<file path="src/common/opc_pkg.sv">
// Constants shared by the operator panel control logic.
// Assumes a single 200 MHz system clock and a plain register port.
package opc_pkg;

  // Positions of the asynchronous panel inputs in the synchroniser vector.
  localparam int PIN_MODE = 0;
  localparam int PIN_CLR_OP = 1;
  localparam int PIN_CLR_MNT = 2;
  localparam int PIN_START_OP = 3;
  localparam int PIN_START_MNT = 4;
  localparam int PIN_ATTN_OP = 5;
  localparam int PIN_ATTN_MNT = 6;
  localparam int PIN_REWIND = 7;
  localparam int PIN_BOT = 8;
  localparam int PIN_SINGLE = 9;
  localparam int PIN_SRC_LO = 10;
  localparam int PIN_SRC_HI = 11;
  localparam int PIN_COUNT = 12;

  // Register byte offsets on the 4-bit address port.
  localparam logic [3:0] OFS_STATE = 4'h0;
  localparam logic [3:0] OFS_EVENT = 4'h4;
  localparam logic [3:0] OFS_MASK = 4'h8;
  localparam logic [3:0] OFS_CTRL = 4'hC;

  // Event bit positions, shared by the event and mask registers.
  localparam int EV_MODE = 0;
  localparam int EV_CLEAR = 1;
  localparam int EV_START = 2;
  localparam int EV_ATTN = 3;
  localparam int EV_REWIND = 4;
  localparam int EV_BOT = 5;
  localparam int EV_COUNT = 6;

  // State register field positions.
  localparam int ST_TAPE_MODE = 0;
  localparam int ST_ATTN_FLAG = 1;
  localparam int ST_RUNNING = 2;
  localparam int ST_TEST_LAMP = 3;
  localparam int ST_BOT = 4;

  // Control register field positions.
  localparam int CT_ATTN_RESET = 0;
  localparam int CT_LAMP_TEST = 1;

  // Mask reset value and the normal micro source selection.
  localparam logic [EV_COUNT-1:0] MASK_RST = 6'h00;
  localparam logic [1:0] MICRO_SRC_NORMAL = 2'h0;

  // Run sequencing states, one-hot.
  typedef enum logic [1:0] {
    OPC_HALTED = 2'h1,
    OPC_RUNNING = 2'h2
  } opc_run_t;

endpackage : opc_pkg

</file>
<file path="src/design/opc_panel.sv">
// Operator panel control: buttons, lamps, run mode, attention flag.
// Assumes panel pins are asynchronous and debounced; sequencer signals
// and the register port run on clk_sys.
`timescale 1ns/1ps
`default_nettype none
module opc_panel import opc_pkg::*; #(
  parameter int WORD_W = 24
) (
  input wire logic clk_sys,
  input wire logic rst,
  // Asynchronous panel and drive pins.
  input wire logic mode_button,
  input wire logic clear_button_op,
  input wire logic clear_button_mnt,
  input wire logic start_button_op,
  input wire logic start_button_mnt,
  input wire logic attention_button_op,
  input wire logic attention_button_mnt,
  input wire logic tape_rewind_button,
  input wire logic tape_bot_sense,
  input wire logic single_step_select,
  input wire logic [1:0] micro_source_sel,
  // Sequencer side, same clock.
  input wire logic halt_request,
  input wire logic attention_flag_reset,
  input wire logic micro_fetch_req,
  input wire logic [WORD_W-1:0] tape_word,
  // Register port.
  input wire logic [3:0] reg_addr,
  input wire logic [31:0] reg_wdata,
  input wire logic reg_wr,
  input wire logic reg_rd,
  output logic [31:0] reg_rdata_ff,
  output logic irq_ff,
  // Panel and sequencer outputs.
  output logic tape_micro_mode_ff,
  output logic mode_lamp_ff,
  output logic system_clear_ff,
  output logic run_enable_ff,
  output logic test_state_lamp_ff,
  output logic operator_attention_flag_ff,
  output logic rewind_start_ff,
  output logic tape_start_lamp_ff,
  output logic cache_fetch_ff,
  output logic mir_load_ff,
  output logic [WORD_W-1:0] mir_data_ff
);

  // Rising edge of a synchronised level against its previous value.
  function automatic logic rise(input logic now_lvl, input logic old_lvl);
    rise = now_lvl & ~old_lvl;
  endfunction : rise

  logic [PIN_COUNT-1:0] pin_meta_ff; // First synchroniser stage, read only by the second.
  logic [PIN_COUNT-1:0] pin_sync_ff; // Second stage, safe for logic.
  logic [PIN_COUNT-1:0] pin_prev_ff; // Previous synchronised value for edge detection.
  logic clr_lvl; // Merged clear level from both panels.
  logic start_lvl; // Merged start level.
  logic attn_lvl; // Merged attention level.
  logic clr_prev; // Merged clear level one cycle ago.
  logic start_prev; // Merged start level one cycle ago.
  logic attn_prev; // Merged attention level one cycle ago.
  logic mode_press; // One-cycle pulse per mode press.
  logic clr_press; // One-cycle pulse per clear press.
  logic start_press; // One-cycle pulse per start press.
  logic attn_press; // One-cycle pulse per attention press.
  logic rewind_press; // One-cycle pulse per rewind press.
  logic bot_rise; // Beginning of tape just became sensed.
  opc_run_t run_ff; // Run sequencing state.
  opc_run_t nxt_run; // Next run state.
  logic [EV_COUNT-1:0] event_ff; // Sticky event bits.
  logic [EV_COUNT-1:0] mask_ff; // Interrupt enables.
  logic [EV_COUNT-1:0] ev_now; // Events raised this cycle.
  logic lamp_test_ff; // Software lamp test.
  logic wr_state; // Write strobe decode helpers.
  logic wr_event;
  logic wr_mask;
  logic wr_ctrl;
  logic sw_attn_reset; // Software reset of the attention flag.
  logic test_cond; // Abnormal run condition.

  // Two flip-flops on every asynchronous pin; the edge stage reads stage two.
  always_ff @(posedge clk_sys) begin
    if (rst) begin
      pin_meta_ff <= '0;
      pin_sync_ff <= '0;
      pin_prev_ff <= '0;
    end else begin
      pin_meta_ff <= {micro_source_sel, single_step_select, tape_bot_sense,
                      tape_rewind_button, attention_button_mnt, attention_button_op,
                      start_button_mnt, start_button_op, clear_button_mnt,
                      clear_button_op, mode_button};
      pin_sync_ff <= pin_meta_ff;
      pin_prev_ff <= pin_sync_ff;
    end
  end

  // Duplicated buttons are merged before edge detection, so a press held on
  // both panels at once, or overlapping, yields a single pulse.
  always_comb begin
    clr_lvl = pin_sync_ff[PIN_CLR_OP] | pin_sync_ff[PIN_CLR_MNT];
    start_lvl = pin_sync_ff[PIN_START_OP] | pin_sync_ff[PIN_START_MNT];
    attn_lvl = pin_sync_ff[PIN_ATTN_OP] | pin_sync_ff[PIN_ATTN_MNT];
    clr_prev = pin_prev_ff[PIN_CLR_OP] | pin_prev_ff[PIN_CLR_MNT];
    start_prev = pin_prev_ff[PIN_START_OP] | pin_prev_ff[PIN_START_MNT];
    attn_prev = pin_prev_ff[PIN_ATTN_OP] | pin_prev_ff[PIN_ATTN_MNT];
    mode_press = rise(pin_sync_ff[PIN_MODE], pin_prev_ff[PIN_MODE]);
    clr_press = rise(clr_lvl, clr_prev);
    start_press = rise(start_lvl, start_prev);
    attn_press = rise(attn_lvl, attn_prev);
    rewind_press = rise(pin_sync_ff[PIN_REWIND], pin_prev_ff[PIN_REWIND]);
    bot_rise = rise(pin_sync_ff[PIN_BOT], pin_prev_ff[PIN_BOT]);
  end

  // Register write decode.
  always_comb begin
    wr_state = reg_wr & (reg_addr == OFS_STATE);
    wr_event = reg_wr & (reg_addr == OFS_EVENT);
    wr_mask = reg_wr & (reg_addr == OFS_MASK);
    wr_ctrl = reg_wr & (reg_addr == OFS_CTRL);
    sw_attn_reset = wr_ctrl & reg_wdata[CT_ATTN_RESET];
  end

  // Operating mode toggles on every press and holds in between. Clear does
  // not touch it, since the operator picks the mode before clearing.
  always_ff @(posedge clk_sys) begin
    if (rst) begin
      tape_micro_mode_ff <= 1'b0;
    end else if (mode_press) begin
      tape_micro_mode_ff <= ~tape_micro_mode_ff;
    end
  end

  // The lamp in the mode button mirrors the new mode in the same cycle it
  // is stored, so outside the lamp test it never disagrees with the mode for a visible time.
  always_ff @(posedge clk_sys) begin
    if (rst) begin
      mode_lamp_ff <= 1'b0;
    end else begin
      // The lamp test term uses the value being written this cycle, so the
      // lamp does not stay lit for a cycle after the test is switched off.
      mode_lamp_ff <= (mode_press ? ~tape_micro_mode_ff : tape_micro_mode_ff)
                      | (wr_ctrl ? reg_wdata[CT_LAMP_TEST] : lamp_test_ff);
    end
  end

  // Clear pulse to the rest of the processor.
  always_ff @(posedge clk_sys) begin
    if (rst) begin
      system_clear_ff <= 1'b0;
    end else begin
      system_clear_ff <= clr_press;
    end
  end

  // Run state: start only leaves halt; clear and halt requests stop it.
  // Clear is meant for a halted machine, but it is honoured while running.
  always_comb begin
    nxt_run = run_ff;
    case (run_ff)
      OPC_HALTED: begin
        if (start_press && !clr_press) begin
          nxt_run = OPC_RUNNING;
        end
      end
      OPC_RUNNING: begin
        if (clr_press || halt_request) begin
          nxt_run = OPC_HALTED;
        end
      end
      default: begin
        nxt_run = OPC_HALTED;
      end
    endcase
  end

  // Run state register and its run enable output.
  always_ff @(posedge clk_sys) begin
    if (rst) begin
      run_ff <= OPC_HALTED;
      run_enable_ff <= 1'b0;
    end else begin
      run_ff <= nxt_run;
      run_enable_ff <= (nxt_run == OPC_RUNNING);
    end
  end

  // Attention flag: the button only sets it; microprogram, software or
  // clear reset it. A press in the reset cycle still leaves it set.
  always_ff @(posedge clk_sys) begin
    if (rst) begin
      operator_attention_flag_ff <= 1'b0;
    end else if (attn_press) begin
      operator_attention_flag_ff <= 1'b1;
    end else if (attention_flag_reset || sw_attn_reset || clr_press) begin
      operator_attention_flag_ff <= 1'b0;
    end
  end

  // Abnormal run condition for the lamp in the start button.
  always_comb begin
    test_cond = operator_attention_flag_ff | pin_sync_ff[PIN_SINGLE]
                | ({pin_sync_ff[PIN_SRC_HI], pin_sync_ff[PIN_SRC_LO]}
                   != MICRO_SRC_NORMAL);
  end

  // Test state lamp and beginning-of-tape lamp.
  always_ff @(posedge clk_sys) begin
    if (rst) begin
      test_state_lamp_ff <= 1'b0;
      tape_start_lamp_ff <= 1'b0;
    end else begin
      test_state_lamp_ff <= test_cond | lamp_test_ff;
      tape_start_lamp_ff <= pin_sync_ff[PIN_BOT] | lamp_test_ff;
    end
  end

  // Rewind is accepted in any run state; the drive handles a repeat.
  always_ff @(posedge clk_sys) begin
    if (rst) begin
      rewind_start_ff <= 1'b0;
    end else begin
      rewind_start_ff <= rewind_press;
    end
  end

  // Micro fetch steering. Requests while halted are dropped so that a stray
  // sequencer strobe cannot load the micro register.
  always_ff @(posedge clk_sys) begin
    if (rst) begin
      cache_fetch_ff <= 1'b0;
      mir_load_ff <= 1'b0;
      mir_data_ff <= '0;
    end else begin
      cache_fetch_ff <= micro_fetch_req && run_ff == OPC_RUNNING
                        && !tape_micro_mode_ff;
      mir_load_ff <= micro_fetch_req && run_ff == OPC_RUNNING
                     && tape_micro_mode_ff;
      if (micro_fetch_req && run_ff == OPC_RUNNING && tape_micro_mode_ff) begin
        mir_data_ff <= tape_word;
      end
    end
  end

  // Events raised this cycle.
  always_comb begin
    ev_now = '0;
    ev_now[EV_MODE] = mode_press;
    ev_now[EV_CLEAR] = clr_press;
    ev_now[EV_START] = start_press;
    ev_now[EV_ATTN] = attn_press;
    ev_now[EV_REWIND] = rewind_press;
    ev_now[EV_BOT] = bot_rise;
  end

  // Sticky events, write one to clear; a new event wins over the clear.
  always_ff @(posedge clk_sys) begin
    if (rst) begin
      event_ff <= '0;
    end else if (wr_event) begin
      event_ff <= (event_ff & ~reg_wdata[EV_COUNT-1:0]) | ev_now;
    end else begin
      event_ff <= event_ff | ev_now;
    end
  end

  // Mask and control registers. The state register is read only.
  always_ff @(posedge clk_sys) begin
    if (rst) begin
      mask_ff <= MASK_RST;
      lamp_test_ff <= 1'b0;
    end else begin
      if (wr_mask) begin
        mask_ff <= reg_wdata[EV_COUNT-1:0];
      end
      if (wr_ctrl) begin
        lamp_test_ff <= reg_wdata[CT_LAMP_TEST];
      end
    end
  end

  // Level interrupt; registered, so it trails the event by one cycle.
  always_ff @(posedge clk_sys) begin
    if (rst) begin
      irq_ff <= 1'b0;
    end else begin
      irq_ff <= |(event_ff & mask_ff);
    end
  end

  // Read data stand in the cycle after the strobe and only there.
  always_ff @(posedge clk_sys) begin
    if (rst) begin
      reg_rdata_ff <= '0;
    end else begin
      reg_rdata_ff <= '0;
      if (reg_rd) begin
        case (reg_addr)
          OFS_STATE: begin
            reg_rdata_ff[ST_TAPE_MODE] <= tape_micro_mode_ff;
            reg_rdata_ff[ST_ATTN_FLAG] <= operator_attention_flag_ff;
            reg_rdata_ff[ST_RUNNING] <= (run_ff == OPC_RUNNING);
            reg_rdata_ff[ST_TEST_LAMP] <= test_cond;
            reg_rdata_ff[ST_BOT] <= pin_sync_ff[PIN_BOT];
          end
          OFS_EVENT: begin
            reg_rdata_ff[EV_COUNT-1:0] <= event_ff;
          end
          OFS_MASK: begin
            reg_rdata_ff[EV_COUNT-1:0] <= mask_ff;
          end
          OFS_CTRL: begin
            reg_rdata_ff[CT_LAMP_TEST] <= lamp_test_ff;
          end
          default: begin
            reg_rdata_ff <= '0;
          end
        endcase
      end
    end
  end

  // Checks kept beside the logic.
  a_mode_toggle: assert property (@(posedge clk_sys) disable iff (rst)
    mode_press |=> tape_micro_mode_ff != $past(tape_micro_mode_ff))
    else $error("mode did not toggle on press");
  a_mode_hold: assert property (@(posedge clk_sys) disable iff (rst)
    !mode_press |=> $stable(tape_micro_mode_ff))
    else $error("mode changed without press");
  a_mode_lamp: assert property (@(posedge clk_sys) disable iff (rst)
    !lamp_test_ff |-> mode_lamp_ff == tape_micro_mode_ff)
    else $error("mode lamp disagrees with mode");
  a_tape_fetch: assert property (@(posedge clk_sys) disable iff (rst)
    (micro_fetch_req && run_ff == OPC_RUNNING && tape_micro_mode_ff)
    |=> mir_load_ff && !cache_fetch_ff && mir_data_ff == $past(tape_word))
    else $error("tape fetch did not load micro register");
  a_cache_fetch: assert property (@(posedge clk_sys) disable iff (rst)
    (micro_fetch_req && run_ff == OPC_RUNNING && !tape_micro_mode_ff)
    |=> cache_fetch_ff && !mir_load_ff)
    else $error("normal fetch not sent to cache");
  a_start_run: assert property (@(posedge clk_sys) disable iff (rst)
    (run_ff == OPC_HALTED && start_press && !clr_press) |=> run_enable_ff)
    else $error("start from halt did not run");
  a_clear_pulse: assert property (@(posedge clk_sys) disable iff (rst)
    clr_press |=> system_clear_ff ##1 !system_clear_ff)
    else $error("clear pulse wrong length");
  a_attn_set: assert property (@(posedge clk_sys) disable iff (rst)
    attn_press |=> operator_attention_flag_ff)
    else $error("attention press did not set flag");
  a_attn_keep: assert property (@(posedge clk_sys) disable iff (rst)
    (operator_attention_flag_ff && !attention_flag_reset && !sw_attn_reset && !clr_press)
    |=> operator_attention_flag_ff)
    else $error("attention flag lost without reset");
  a_test_lamp: assert property (@(posedge clk_sys) disable iff (rst)
    pin_sync_ff[PIN_SINGLE] |=> test_state_lamp_ff)
    else $error("test lamp dark in single step");
  a_rewind_any: assert property (@(posedge clk_sys) disable iff (rst)
    rewind_press |=> rewind_start_ff)
    else $error("rewind press ignored");
  a_bot_lamp: assert property (@(posedge clk_sys) disable iff (rst)
    pin_sync_ff[PIN_BOT] |=> tape_start_lamp_ff)
    else $error("beginning lamp dark");
  a_one_pulse: assert property (@(posedge clk_sys) disable iff (rst)
    start_press |=> !start_press)
    else $error("start press gave two pulses");

endmodule : opc_panel
`default_nettype wire

</file>
<file path="config.mk">
export PLATFORM = sky130hd
export DESIGN_NAME = opc_panel
export DESIGN_NICKNAME = d
export VERILOG_FILES = /design/src/common/opc_pkg.sv /design/src/design/opc_panel.sv
export SDC_FILE = /design/constraint.sdc
export NUM_CORES = 1
export LEC_CHECK = 0
export BUFFER_PORTS_ARGS = -buffer_cell sky130_fd_sc_hd__buf_2
export CORE_MARGIN = 2
export CORE_UTILIZATION = 42
export CTS_BUF_LIST = sky130_fd_sc_hd__clkbuf_2
export CTS_CLUSTER_SIZE = 10
export DETAILED_ROUTE_END_ITERATION = 8
export GPL_TIMING_DRIVEN = 0
export PLACE_DENSITY = 0.71
export SLEW_MARGIN = 15
export SYNTH_ARGS = -nofsm -noshare
export SYNTH_HDL_FRONTEND = slang
export SYNTH_SLANG_ARGS = --single-unit
</file>
<file path="constraint.sdc">
create_clock -name clk_sys -period 1.4 [get_ports clk_sys]
set_input_delay 0.28 -clock clk_sys [delete_from_list [all_inputs] [get_ports clk_sys]]
set_output_delay 0.28 -clock clk_sys [all_outputs]
set_load 0.005 [all_outputs]
</file>
### Word-level counts from Yosys, hierarchy flattened

Index checks and enable logic that the tools add are counted.

* $add $sub $neg: 0
* multipliers: 0
* div/mod/pow operators: 0
* $lt $le $gt $ge: 0
* equal/unequal tests: 6
* shift-type cells: 0
* muxes and demuxes: 12
* bitwise gates (word level): 34
* reductions and logical operators: 14

Operator list (number)
* $and A6 B6 Y6: 2
* $or A6 B6 Y6: 2
* $or A1 B1 Y1: 11
* $and A1 B1 Y1: 10
* $pmux W3 S3: 1
* $eq A4 B4 Y1 const B: 2
* $not A1 Y1: 8
* $mux W6: 1
* $not A6 Y6: 1
* $reduce_or A6 Y1: 1
* $eq A2 B2 Y1 const B: 2
* $eq A4 B3 Y1 const B: 1
* $logic_and A1 B1 Y1: 4
* $logic_not A4 Y1: 1
* $mux W1: 4
* $mux W2: 2
* $pmux W1 S4: 1
* $pmux W2 S2: 1
* $reduce_bool A2 Y1: 2
* $logic_or A1 B1 Y1: 3
* $pmux W1 S3: 1
* $eq A2 B1 Y1 const B: 1
* $logic_not A1 Y1: 2
* $pmux W1 S2: 1
* $reduce_or A2 Y1: 1

* flip-flop bits (word level): 115
* bits in latches: 0
* memory bits (writable): 0
* memory bits (read-only): 0
* bits of input ports: 79
* output and inout port bits: 67
* logic and storage cells: 87
* memories kept: 0

### Longest topological paths before layout

* word-level depth: 8
* depth in mapped cells: 7
* mapped depth without buffers: 6

### Worst setup path before layout

No wires, ideal clock.

* path kind: reg2reg
* start: register run_ff[0]
* end: register mir_data_ff[20]
* setup time: 0.071 ns
* arrival time: 1.270 ns
* data required time: 1.329 ns
* slack: 0.060 ns
* stages on the path, launching flop included: 7
* path buffers: 1
* period minus slack after synthesis: 1.340 ns
* cells stage by stage: dfxtp_1 > inv_1 > ha_1 > nand3_1 > clkbuf_1 > nand2_1 > a21oi_1

* longest elaborated chain between the ends: 3

Ends and longest elaborated chain
* from (decl): line opc_panel.sv:69 `opc_run_t run_ff;`
* from (signal assigned): line opc_panel.sv:183 `run_ff <= nxt_run;`
* $eq A2 B2 Y1: line opc_panel.sv:239 `if (micro_fetch_req && run_ff == OPC_RUNNING && tape_micro_mode_ff) begin`
* $logic_and A1 B1 Y1 (2 in series): line opc_panel.sv:239
* to (signal assigned): line opc_panel.sv:240 `mir_data_ff <= tape_word;`
* to (decl): line opc_panel.sv:46 `output logic [WORD_W-1:0] mir_data_ff`

Every way passes these cells.
A chain may end at the register's enable or synchronous reset.

### Worst setup path in the final report

* start: register pin_sync_ff[2]
* end: register run_enable_ff

* longest elaborated chain between the ends: 7
* elaborated cells between the ends (all ways): 9
* those cells by class: 1 x eq/ne; 3 x mux; 2 x bitwise; 3 x reduce/logical

Ends and longest elaborated chain
* from (decl): line opc_panel.sv:55 `logic [PIN_COUNT-1:0] pin_sync_ff;`
* from (signal assigned): line opc_panel.sv:93 `pin_sync_ff <= pin_meta_ff;`
* $or A1 B1 Y1 *: line opc_panel.sv:101 `clr_lvl = pin_sync_ff[PIN_CLR_OP] | pin_sync_ff[PIN_CLR_MNT];`
* $and A1 B1 Y1 *: line opc_panel.sv:51 `rise = now_lvl & ~old_lvl;`
* $logic_not A1 Y1: line opc_panel.sv:162 `if (start_press && !clr_press) begin`
* $logic_and A1 B1 Y1: line opc_panel.sv:162
* $mux W2: line opc_panel.sv:162
* $pmux W2 S2 *: line opc_panel.sv:160 `case (run_ff)`
* $eq A2 B2 Y1 *: line opc_panel.sv:184 `run_enable_ff <= (nxt_run == OPC_RUNNING);`
* to (signal assigned): line opc_panel.sv:184
* to (decl): line opc_panel.sv:39 `output logic run_enable_ff,`

Mark *: on every way between the ends. The rest lies on a longest branch, timed or not.

==> impl_summary.log <==
[metrics] result of the run: complete, no violations
[metrics] horizontal extent of the die: between 90 and 100 µm
[metrics] per-cell routed wire length: about 13 µm
[metrics] number of global-route vias before repair: roughly 2700
[metrics] count of distinct cell types in the synthesized netlist: 37
[metrics] met3 layer wire length in the routed design: 498 µm
[metrics] setup repair after global routing missed its margin: true
[metrics] CTS sink cnt: approximately 90
[metrics] largest fanout on the critical path: 3
[metrics] period utilisation layout: 0.981
[metrics] final max-slew violation count: 0
[metrics] global-route wire length before repair: between 10000 and 15000 µm
[metrics] worst-case clock skew: about 0.023 ns
[metrics] final hold vios: 0
[metrics] # nets final: 603
[metrics] Max transition margin: 0.646
[metrics] Mapped Area: approximately 0.0032 mm²
[metrics] vias per cell: about 4.6
[metrics] required time of the worst setup path: approximately 1.9 ns
[metrics] Routed met2 length: between 4000 and 5000 µm
[metrics] pin count of the biggest net entering global routing: 16
[metrics] final hold slack: between 0.03 and 0.04 ns
[metrics] detailed placement HPWL: roughly 5300 µm
[metrics] number of cell rows: 31
[metrics] Crit path arrival time: 1.85 ns
[metrics] delay of the slowest cell on the worst path: around 0.37 ns
[metrics] Max VDD drop: between 0.5 and 0.6 mV
[metrics] Final min period: 1.37 ns
[metrics] clock tree buffer depth: 2
[metrics] destination of the worst register-to-register timing path: run_enable_ff
[metrics] area enclosed by the die boundary: approximately 0.0084 mm²
[metrics] remaining global-route overflow: 0
[metrics] Yosys Warn Count: 0
[metrics] clock buffers created by TritonCTS: 9
[metrics] post-route setup TNS: 0 ns
[metrics] Total GRT Usage: 0.186
[metrics] CTS tree: done
[metrics] critical path class: flop to flop
[metrics] Via Count: around 2900
[metrics] io pins: around 150
[metrics] remaining antenna violation count: 0
[metrics] number of violations reported at the end of detailed-routing iteration 0: between 150 and 200
[metrics] main combinational cell family by area after synthesis: simple AND/OR/NAND/NOR gates
[metrics] global placer's final weighted congestion: approximately 0.85
[metrics] Core Box Area: between 0.007 and 0.008 mm²
[metrics] proportion of synthesized chip area in sequential cells: 0.552
[metrics] mux share of post-synthesis cell area: 0.0225
[metrics] Yosys reg bits: just under 90
[metrics] path class of the lowest-slack min-delay path: primary input to flop
[metrics] power per cell area: 1030 mW/mm²
[metrics] cell count of the worst hold path: 4
[metrics] Crit Reg-Reg Startpoint: pin_sync_ff[2]
[metrics] post-synthesis compound-gate area fraction: 0.109
[metrics] adder and majority gate portion of the synthesized area: 0.00775
[metrics] count of input and output buffers: 90
[metrics] number of DRC violations after detailed routing: 0
[metrics] endpoint of the worst hold path: operator_attention_flag_ff
[metrics] Total Power: roughly 4700 µW
[metrics] starting density of the core: 0.440
[metrics] antenna diode count: 0
[metrics] slowest cell on the critical path: sky130_fd_sc_hd__dfxtp_2
[metrics] clock slew at reported path FFs: 0.22 ns
[metrics] Detailed Routing Iterations Pass 1: 4
[metrics] highest metal layer with signal wires: met4
[metrics] post-route core utilization: 0.624
[metrics] Die H: 91.7 µm
[metrics] library cell used as clock root buffer: sky130_fd_sc_hd__clkbuf_2
[metrics] # setup viols final: 0
[metrics] number of antenna violations at the first check in global routing: 0
[metrics] maxcap violations: 0
[metrics] crit start category: flop
[metrics] source-to-sink clock delay at the later pin of the worst-skew pair: 0.53 ns
[metrics] pre-CTS setup slack: -0.248 ns
[metrics] area grow syn2layout: 41.8%
[metrics] total routed wirelength: approximately 7800 µm
[metrics] # H-tree levels: 3
[metrics] number of cell instances on the worst register-to-register path: 5
[metrics] xor and xnor fraction of the mapped netlist area: 0.00271
[metrics] static leakage power: roughly 0.002 µW
[metrics] Cells after Synth: around 350
[metrics] Mapped Avg Cell Area: 9.19 µm²
[metrics] reg2reg setup slack: 0.03 ns
[metrics] crit path setup slack, layout: between 0.02 and 0.03 ns
[metrics] wl on met1: ~3000 µm
[metrics] type of destination of the critical path: flop
[metrics] ratio of cells with drive above 1 in the final layout: 0.338
[metrics] slew at the pin with the worst max-slew slack: around 0.53 ns
[metrics] critical hold path startpoint: attention_flag_reset
[metrics] simple-gate area share of the yosys netlist: 0.212
[metrics] achievable frequency: between 700 and 800 MHz
[metrics] worst path cell trace: or2_4, buf_4, a211oi_1, o221ai_2, a21oi_2
[how the worst max path moves through the flow]
stage | startpoint | end | slack, ns | cells past startpoint
after global placement | run_ff[0] | mir_data_ff[5] | -0.21 | 6
after CTS | tape_micro_mode_ff | tape_micro_mode_ff | 0.01 | 1
final | pin_sync_ff[2] | run_enable_ff | 0.03 | 5
after floorplan | run_ff[0] | mir_data_ff[20] | 0.06 | 6
after detailed placement | run_ff[0] | mir_data_ff[6] | -0.25 | 6
after global routing | pin_sync_ff[10] | reg_rdata_ff[3] | -0.03 | 4
[layout make-up]
class	instances	area [µm²]
Buffer	44	289
Clock buffer	9	45.0
Clock inverter	7	93.8
Fill cell	650	2750
Inverter	6	22.5
Multi-Input combinational cell	236	1270
Sequential cell	89	1810
Tap cell	99	124
Timing Repair Buffer	136	922
[cell usage after synthesis (all sizes together)]
library cell,count,area (µm²)
mux4,1,22.5
nor2b,38,240
a211oi,2,15.0
a31o,1,8.76
nand2,63,236
a22oi,4,30.0
dfxtp,89,1780
or4,1,7.51
nor3,1,5.00
mux2i,5,50.1
or3,1,6.26
o21ai,3,15.0
conb,1,3.75
nand2b,1,6.26
inv,6,22.5
a21boi,1,7.51
and3,1,6.26
a2bb2oi,1,8.76
nor2,22,85.1
or2,1,8.76
a2111oi,1,27.5
ha,2,25.0
clkbuf,10,37.5
nand3,14,70.1
xor2,1,8.76
a31oi,1,6.26
buf,35,239
o2111ai,1,8.76
a21oi,41,209
o221ai,1,15.0
nor3b,1,12.5
[report_power, final]
| part | leakage [µW] | total (µW) | internal [µW] | switching (µW) |
|---|---|---|---|---|
| sequential | 0.000736 | 2680 | 2630 | 50.7 |
| combinational | 0.00123 | 596 | 330 | 267 |
| clock | 0.0000799 | 1450 | 591 | 863 |
[kinds of logic (layout without fill, tap and decap cells)]
group / count (synthesis) / in the layout
adder cells (fa/ha/maj): 2 / 2
XOR/XNOR: 1 / 1
flip-flops: 89 / 89
AND/OR/NAND/NOR: 144 / 144
AO/OA/AOI/OAI: 57 / 57
other: 1 / 26
buffers and inverters: 51 / 202
multiplexers: 6 / 6
[layout by cell type, fill, tap and decap left out, types with 2 or more instances in the layout]
cell type / n
sky130_fd_sc_hd__o21ai_1: 2
sky130_fd_sc_hd__dlygate4sd3_1: 43
sky130_fd_sc_hd__clkbuf_4: 2
sky130_fd_sc_hd__clkbuf_1: 7
sky130_fd_sc_hd__dfxtp_4: 2
sky130_fd_sc_hd__buf_4: 30
sky130_fd_sc_hd__bufinv_16: 2
sky130_fd_sc_hd__clkbuf_2: 9
sky130_fd_sc_hd__nor2b_1: 37
sky130_fd_sc_hd__mux2i_1: 5
sky130_fd_sc_hd__inv_1: 6
sky130_fd_sc_hd__a22oi_1: 4
sky130_fd_sc_hd__conb_1: 26
sky130_fd_sc_hd__a21oi_1: 40
sky130_fd_sc_hd__nand2_1: 63
sky130_fd_sc_hd__buf_2: 93
sky130_fd_sc_hd__a211oi_1: 2
sky130_fd_sc_hd__nor2_1: 21
sky130_fd_sc_hd__dfxtp_2: 20
sky130_fd_sc_hd__nand3_1: 13
sky130_fd_sc_hd__dfxtp_1: 67
sky130_fd_sc_hd__buf_6: 4
[state kept, by name, summed over array words and instances, names as in the netlist, 2 cells and up]
signal / count
event_ff: 6
pin_prev_ff: 9
mir_data_ff: 24
pin_meta_ff: 12
pin_sync_ff: 12
mask_ff: 6
reg_rdata_ff: 6
run_ff: 2
[per-layer routing]
layer | vias up | global-route usage
met4 | 0 | 0.0997
met1 | 1281 | 0.208
met3 | 24 | 0.0370
li1 | 1432 | -
met2 | 118 | 0.329
met5 | - | 0
[stage by stage]
step	area, µm²	std cells
after floorplan	3320	376
after global routing	4580	626
after CTS	4490	623
final	4580	626
after detailed placement	3890	565
after global placement	3890	565
[what timing repair did]
item	in CTS	in global routing
setup endpoints to repair	25	41
setup buffers	0	3
pin swaps	2	1
hold buffers	43	0
hold endpoints to repair	43	0
resized for setup	14	26
[critical path, delay by kind of cell (launching register included)]
| kind | cells | cell delay (ns) |
|---|---|---|
| AO/OA/AOI/OAI | 3 | 0.57 |
| flip-flops | 1 | 0.37 |
| AND/OR/NAND/NOR | 1 | 0.25 |
| buffers and inverters | 1 | 0.15 |
Note: power is estimated with default switching activity, not from simulation.
